File: config.mk
export PLATFORM = sky130hd
export DESIGN_NAME = ref_clock_select_and_reset
export DESIGN_NICKNAME = d
export VERILOG_FILES = /design/src/verilog/clk_rst_pkg.sv /design/src/verilog/clk_seq_if.sv /design/src/verilog/ref_clock_select_and_reset.sv /design/src/verilog/toggle_qualifier.sv
export SDC_FILE = /design/constraint.sdc
export NUM_CORES = 1
export LEC_CHECK = 0
export BUFFER_PORTS_ARGS = -buffer_cell sky130_fd_sc_hd__buf_2
export CAP_MARGIN = 25
export CORE_MARGIN = 2
export CORE_UTILIZATION = 50
export CTS_CLUSTER_DIAMETER = 40
export DETAILED_ROUTE_END_ITERATION = 10
export HOLD_SLACK_MARGIN = 0.12
export PLACE_DENSITY = 0.84
export SLEW_MARGIN = 30
export SYNTH_ARGS = -nofsm -noshare
export SYNTH_HDL_FRONTEND = slang
export SYNTH_HIERARCHICAL = 1
export SYNTH_SLANG_ARGS = --single-unit
File: constraint.sdc
create_clock -name ref_clk -period 1.9 [get_ports ref_clk]
set_clock_uncertainty 0.05 [all_clocks]
set_input_delay 0 -clock ref_clk [delete_from_list [all_inputs] [get_ports ref_clk]]
set_output_delay 0 -clock ref_clk [all_outputs]
set_load 0.005 [all_outputs]
File: src/verilog/clk_rst_pkg.sv
package clk_rst_pkg;

  // Strap codes for the reference clock source
  localparam int          STRAP_W      = 2;
  localparam logic [1:0]  SEL_DIFF_156 = 2'h0;
  localparam logic [1:0]  SEL_DIFF_125 = 2'h1;
  localparam logic [1:0]  SEL_DIFF_25  = 2'h2;
  localparam logic [1:0]  SEL_XTAL_25  = 2'h3;

  // Frequency reported for the chosen source
  typedef enum logic [1:0] {
    FREQ_156M25 = 2'h0,
    FREQ_125M   = 2'h1,
    FREQ_25M    = 2'h2
  } ref_freq_t;

  // Reset release sequence
  typedef enum logic [2:0] {
    ST_HOLD    = 3'h1,
    ST_QUALIFY = 3'h2,
    ST_RUN     = 3'h4
  } seq_state_t;

  localparam int MIN_CLK_TOGGLES = 10;
  localparam int TOGGLE_CNT_W    = 4;
  localparam int SYNC_STAGES     = 2;

endpackage : clk_rst_pkg

File: src/verilog/clk_seq_if.sv
`timescale 1ns/1ns
`default_nettype none

interface clk_seq_if;
  logic srcLevel;
  logic countEnable;
  logic qualified;

  modport seq (output srcLevel, output countEnable, input qualified);
  modport qual (input srcLevel, input countEnable, output qualified);
endinterface : clk_seq_if

`default_nettype wire

File: src/verilog/ref_clock_select_and_reset.sv
// Overview of operation
// - Strap 00/01/10 picks differential 156.25/125/25 MHz, 11 picks 25 MHz crystal.
// - Device held in reset while hardware reset is low; after it goes high, runs once the picked source has given 10 rising edges.
// - Crystal input, when selected, is treated as a 25 MHz source.
// - Interrupt output pulls low when pending, otherwise released, never driven high.
// - Boundary-scan logic held in reset while test reset input is low.
`timescale 1ns/1ns
`default_nettype none

module ref_clock_select_and_reset
  import clk_rst_pkg::*;
(
  input  wire logic              ref_clk,
  input  wire logic              reset_n,
  input  wire logic [STRAP_W-1:0] clkSelStrap,
  input  wire logic              differentialReferenceClock,
  input  wire logic              crystalClockInput,
  input  wire logic              irqPending,
  input  wire logic              testResetLow,
  output var  logic              selCrystal,
  output var  ref_freq_t         refFreq,
  output var  logic              coreResetLow,
  output var  logic              irqOutLowO,
  output var  logic              irqOutLowOe,
  output var  logic              scanLogicReset
);

  typedef struct packed {
    logic [SYNC_STAGES-1:0] resetSync;
    seq_state_t             state;
    logic [STRAP_W-1:0]     strap;
    logic                   selCrystal;
    ref_freq_t              refFreq;
    logic                   coreResetLow;
    logic                   irqOe;
  } top_state_t;

  localparam top_state_t RESET_STATE = '{
    resetSync:    '0,
    state:        ST_HOLD,
    strap:        SEL_DIFF_156,
    selCrystal:   1'b0,
    refFreq:      FREQ_156M25,
    coreResetLow: 1'b0,
    irqOe:        1'b0
  };

  top_state_t q;
  top_state_t next_q;
  clk_seq_if  link ();

  logic resetReleased;

  assign resetReleased = q.resetSync[SYNC_STAGES-1];

  toggle_qualifier #(
    .MIN_TOGGLES (MIN_CLK_TOGGLES),
    .CNT_W       (TOGGLE_CNT_W)
  ) u_qualifier (
    .ref_clk (ref_clk),
    .reset_n (reset_n),
    .link    (link)
  );

  // Edge counting only watches the source the strap picked
  assign link.srcLevel    = q.selCrystal ? crystalClockInput : differentialReferenceClock;
  assign link.countEnable = (q.state == ST_QUALIFY);

  always_comb
  begin
    next_q           = q;
    // Shift register: stage 0 feeds only stage 1
    next_q.resetSync = {q.resetSync[SYNC_STAGES-2:0], 1'b1};
    next_q.irqOe     = irqPending;
    unique case (q.state)
      ST_HOLD:
      begin
        next_q.coreResetLow = 1'b0;
        // Strap sampled by a clocked process after release, never under reset
        if (resetReleased)
        begin
          next_q.strap = clkSelStrap;
          next_q.state = ST_QUALIFY;
          unique case (clkSelStrap)
            SEL_DIFF_156:
            begin
              next_q.selCrystal = 1'b0;
              next_q.refFreq    = FREQ_156M25;
            end
            SEL_DIFF_125:
            begin
              next_q.selCrystal = 1'b0;
              next_q.refFreq    = FREQ_125M;
            end
            SEL_DIFF_25:
            begin
              next_q.selCrystal = 1'b0;
              next_q.refFreq    = FREQ_25M;
            end
            SEL_XTAL_25:
            begin
              next_q.selCrystal = 1'b1;
              next_q.refFreq    = FREQ_25M;
            end
          endcase
        end
      end
      ST_QUALIFY:
      begin
        // Guards against a late clock even though the board should already provide it
        if (link.qualified)
        begin
          next_q.state        = ST_RUN;
          next_q.coreResetLow = 1'b1;
        end
      end
      ST_RUN:
      begin
        next_q.coreResetLow = 1'b1;
      end
    endcase
  end

  always_ff @(posedge ref_clk or negedge reset_n)
  begin
    if (!reset_n)
      q <= RESET_STATE;
    else
      q <= next_q;
  end

  assign selCrystal   = q.selCrystal;
  assign refFreq      = q.refFreq;
  assign coreResetLow = q.coreResetLow;
  // Open drain: data always low, only the enable moves
  assign irqOutLowO   = 1'b0;
  assign irqOutLowOe  = q.irqOe;
  // Kept combinational so scan reset acts without a running reference
  assign scanLogicReset = ~testResetLow;
endmodule : ref_clock_select_and_reset

`default_nettype wire

File: src/verilog/toggle_qualifier.sv
`timescale 1ns/1ns
`default_nettype none

module toggle_qualifier
  import clk_rst_pkg::*;
#(
  parameter int MIN_TOGGLES = MIN_CLK_TOGGLES,
  parameter int CNT_W       = TOGGLE_CNT_W
)
(
  input  wire logic ref_clk,
  input  wire logic reset_n,
  clk_seq_if.qual   link
);

  typedef struct packed {
    logic             lastLevel;
    logic [CNT_W-1:0] count;
    logic             qualified;
  } qual_state_t;

  localparam logic [CNT_W-1:0] MIN_CNT = CNT_W'(MIN_TOGGLES);

  qual_state_t q;
  qual_state_t next_q;

  // Counts rising edges of the chosen source; saturates at the threshold
  always_comb
  begin
    next_q           = q;
    next_q.lastLevel = link.srcLevel;
    if (!link.countEnable)
    begin
      // Held high while idle so a switch of the source mux never counts as an edge
      next_q.lastLevel = 1'b1;
      next_q.count     = '0;
      next_q.qualified = 1'b0;
    end
    else
    begin
      if (link.srcLevel && !q.lastLevel && (q.count < MIN_CNT))
        next_q.count = q.count + 1'b1;
      next_q.qualified = (next_q.count >= MIN_CNT);
    end
  end

  always_ff @(posedge ref_clk or negedge reset_n)
  begin
    if (!reset_n)
      q <= '0;
    else
      q <= next_q;
  end

  assign link.qualified = q.qualified;
endmodule : toggle_qualifier

`default_nettype wire

======== Word level (Yosys, flattened, before mapping) ========
Cells that the tools add are included.
Widths: inputs -> output; s select.
cells by class
  add/sub/neg operators ................... 1
  reduce and logical (&&, ||, !) cells .... 7
  $lt $le $gt $ge ......................... 2
  bitwise gates (word level) .............. 1
  multiplexer cells ....................... 11
  equality and inequality tests ........... 8
operators by type and width
  kind                 number
  $pmux 3 s4           1
  $mux 4               2
  $mux 8               1
  $pmux 3 s2           1
  $mux 5               1
  $add 4x1->4 const B  1
  $eq 2x2->1 const B   2
  $ge 4x4->1 const B   1
  $lt 4x4->1 const B   1
  $ne 2x2->1 const B   2
  $eq 3x1->1 const B   1
  $eq 3x2->1 const B   1
  $eq 3x3->1 const B   1
  $mux 1               3
  $mux 3               1
  $pmux 1 s3           1
  $reduce_and 3->1     1
  $eq 2x1->1 const B   1
  $logic_and 1x1->1    2
  $logic_not 2->1      1
  $reduce_and 2->1     1
  $reduce_bool 2->1    1
  $logic_not 1->1      1
  $not 1->1            1
storage, ports and cells
  bits in registers ....................... 18
  input port bits ......................... 8
  output and inout port bits .............. 7
  word-level logic and storage cells ...... 40

======== Logic depth before layout (Yosys ltp) ========
  depth in word-level cells ............... 7
  mapped depth ............................ 4
  depth with buffers taken out ............ 4

======== By module ========
Netlist, hierarchy kept.
by module, submodules not included
  module                      area each (sq um)  seq. area each (sq um)  cells an instance  instances
  ref_clock_select_and_reset  432.9              251.5                   33                 1
  toggle_qualifier            301.5              150.1                   27                 1

======== Least setup slack after synthesis ========
Ideal clock, no wire load.
  path kind ............................... reg2reg
  from .................................... register q, in the netlist selCrystal
  to ...................................... register u_qualifier.q, in the netlist u_qualifier/link.qualified
  path buffers ............................ 0
  setup slack ............................. 0.468 ns
  data required time ...................... 1.716 ns
  arrival time ............................ 1.248 ns
  setup time .............................. 0.134 ns
  cell stages (with the launch flop) ...... 5
  period minus slack after synthesis ...... 1.432 ns
  cell sequence ........................... dfrtp_1 mux2_2 or3b_1 a32oi_2 a211oi_1
RTL lines
  what                      RTL line                           RTL
  start: declaration        ref_clock_select_and_reset.sv:48   top_state_t q;
  start signal: assignment  ref_clock_select_and_reset.sv:129  q <= next_q;
  end signal: assignment    toggle_qualifier.sv:52             q <= next_q;
  end: declaration          toggle_qualifier.sv:24             qual_state_t q;

==> impl_metrics.yaml <==
status:
  status: "finished clean"
worst_setup_path:
  end_kind: "flip-flop"
  crit_type: "flip-flop to flip-flop"
  worstPathRequired_ps: 2010
  cp-start-kind: "flip-flop"
  worstPathMaxFanout: 6
  worstPathArrival_ps: 1770
layout:
  drive_above_1_share_pct: 34.6
  syn_to_final_growth_pct: 22.8
  antenna_cells: 0
  fin_nets: 91
detailed_routing:
  drt-total-wl_um: 1360
  route.vias.total: 496
  dr.pass1.iters: 2
  final_antenna_net_count: 0
  wl_per_cell_um: 14.2
  drc: 0
  first_iter_violations: 4
  vias_per_cell: 5.17
floorplanning:
  die_area_mm2: 0.00179
  rows: 13
  io_pins: 15
  die_w_um: 42.3
  start_util_pct: 55.1
  core-area_mm2: 0.00133
  die_h_um: 42.3
global_routing:
  grt_max_degree: 16
  grt_pass1_wl_um: 2470
  antenna_found_initial: 0
  gr-total-overflow: 0
  first_global_vias: 537
  grt.total_usage_pct: 18.8
yosys:
  ys_warn_count: 6
  yosysSeqAreaShare_pct: 54.7
  synth_top_area_share_pct: 51.1
  synth_area_per_cell_um2: 12.2
  postSynthCellCount: 60
  synthTopCellsByCount: "dfrtp_1 (15), nand2_1 (4), nor2_1 (4)"
  ys_seq_elements: 16
  syn_area_um2: 734
  synth_ff_type: "dfrtp_1"
  synth_nets: 69
  synth_enable_flop_cells: 0
  yosysTopAreaCell: "dfrtp_1"
  synthTopCellsByArea: "dfrtp_1 (51%), mux2_4 (4.1%), dfstp_2 (3.6%), buf_4 (3.1%), mux2_2 (3.1%)"
  ys_async_sr_fraction_pct: 100
  synth.most_common_cell: "dfrtp_1"
  synthDistinctLibCells: 30
sta:
  setup_viol: 0
  whs_ps: 134
  finalCriticalPeriod_ps: 1650
  relSlewSlack_pct: 53.2
  fmax_mhz: 605
  hold_violations: 0
  grt_setup_unrepaired: "false"
  tns_ps: 0
  fin_crit_sh_pct: 87.0
  worst_pin_slew_ps: 700
  slew_viol_final: 0
cts:
  clock-root-buffer: "clkbuf_4"
  cts_buffer_depth: 2
  clkSlewWorstSetupHoldPaths_ps: 90
  clock_latency_ps: 270
  clock_sinks: 16
  cts_buffers: 3
  cts_tree: "yes"
  post_cts_buffers: 0
  cts_htree_levels: 1
placed_design:
  place.gp.congestion: 0.782
  port-buffer-count: 13
  dp_hpwl_um: 980
power:
  totalPowerFinal_uw: 596
  power.density_mw_per_mm2: 660
  ir_worst_vdd_v: 0.000676
  power.leakage_nw: 0.426
worst_hold_path:
  hp-class: "input pin to async pin"
run:
  max_cap_viol_count: 0
-- stage by stage --
step	instances	setup WS (ps)	util, %	area [µm²]
final	96	246	67.6	902
after global routing	96	213	67.6	902
after CTS	96	282	67.6	902
after detailed placement	85	390	59.7	796
after global placement	85	456	59.7	796
after floorplan	60	468	-	734
-- what timing repair did --
| action | CTS | global route |
|---|---|---|
| endpoints found under the hold margin | 21 | 0 |
| setup endpoints to repair | 0 | 0 |
| resized for setup | 0 | 0 |
| hold buffers | 7 | 0 |
-- flip-flops by register name, indices dropped and copies added, names as in the netlist --
name,count
q,4
u_qualifier/link.qualified,1
coreResetLow,1
selCrystal,1
u_qualifier/q,5
refFreq,2
next_q,1
irqOutLowOe,1
-- critical path, stage by stage, from the launching register on --
cell,delay [ps]
dfrtp_1,380
mux2_2,390
dlygate4sd3_1,580
nand2b_1,140
-- final cells by class --
class,instances,area [µm²]
inverters,3,11.3
clock buffers,4,36.3
repair buffers,20,135
well taps,15,18.8
flip-flops and latches,16,402
multi-input cells,38,299
fillers,94,432
-- cells in the final DEF, fill, tap and decap left out, types with 3 or more instances in the layout --
cell / n
buf_2: 13
inv_1: 3
nand2_1: 4
clkbuf_4: 3
dfrtp_1: 15
dlygate4sd3_1: 7
nor2_1: 4
-- cell families (layout without fill, tap and decap cells) --
kind of cell | Yosys count | in the layout | synth area share (%)
AOI/OAI and AO/OA | 9 | 9 | 9.71
DFF | 16 | 16 | 54.7
adders and majority gates | 1 | 1 | 1.70
muxes | 5 | 5 | 8.52
buffers and inverters | 6 | 27 | 4.60
and+or+nand+nor | 21 | 21 | 19.8
other | 2 | 2 | 1.02
-- power breakdown --
group | internal, mW | switching [mW] | total [mW]
Clock | 0.116 | 0.102 | 0.218
Combinational | 0.0184 | 0.0149 | 0.0333
Sequential | 0.344 | 0.000887 | 0.344
Total | 0.478 | 0.117 | 0.596
-- worst paths after layout --
check,from,end,slack [ps],cells after the start
worst max-delay path,selCrystal$_DFFE_PN0P_,u_qualifier/q[5]$_DFF_PN0_,250,3
worst min register to register,next_q[11]$_DFF_PN0_,q[11]$_DFF_PN0_,300,0
worst min-delay path,reset_n,q[7]$_DFFE_PN1P_,130,2
min in group ref_clk,testResetLow,scanLogicReset,160,3
max in group asynchronous,reset_n,u_qualifier/q[1]$_DFF_PN0_,570,3
worst max register to register,selCrystal$_DFFE_PN0P_,u_qualifier/q[5]$_DFF_PN0_,250,3
-- metal layers --
metal / part of all wire [%] / global-route usage, %
met3: 3.1 / 5.60
met1: 46 / 24.4
met2: 49 / 29.2
met5: 0 / 0
met4: 1.8 / 7.50
No activity file was read; power rests on OpenSTA's default activity.
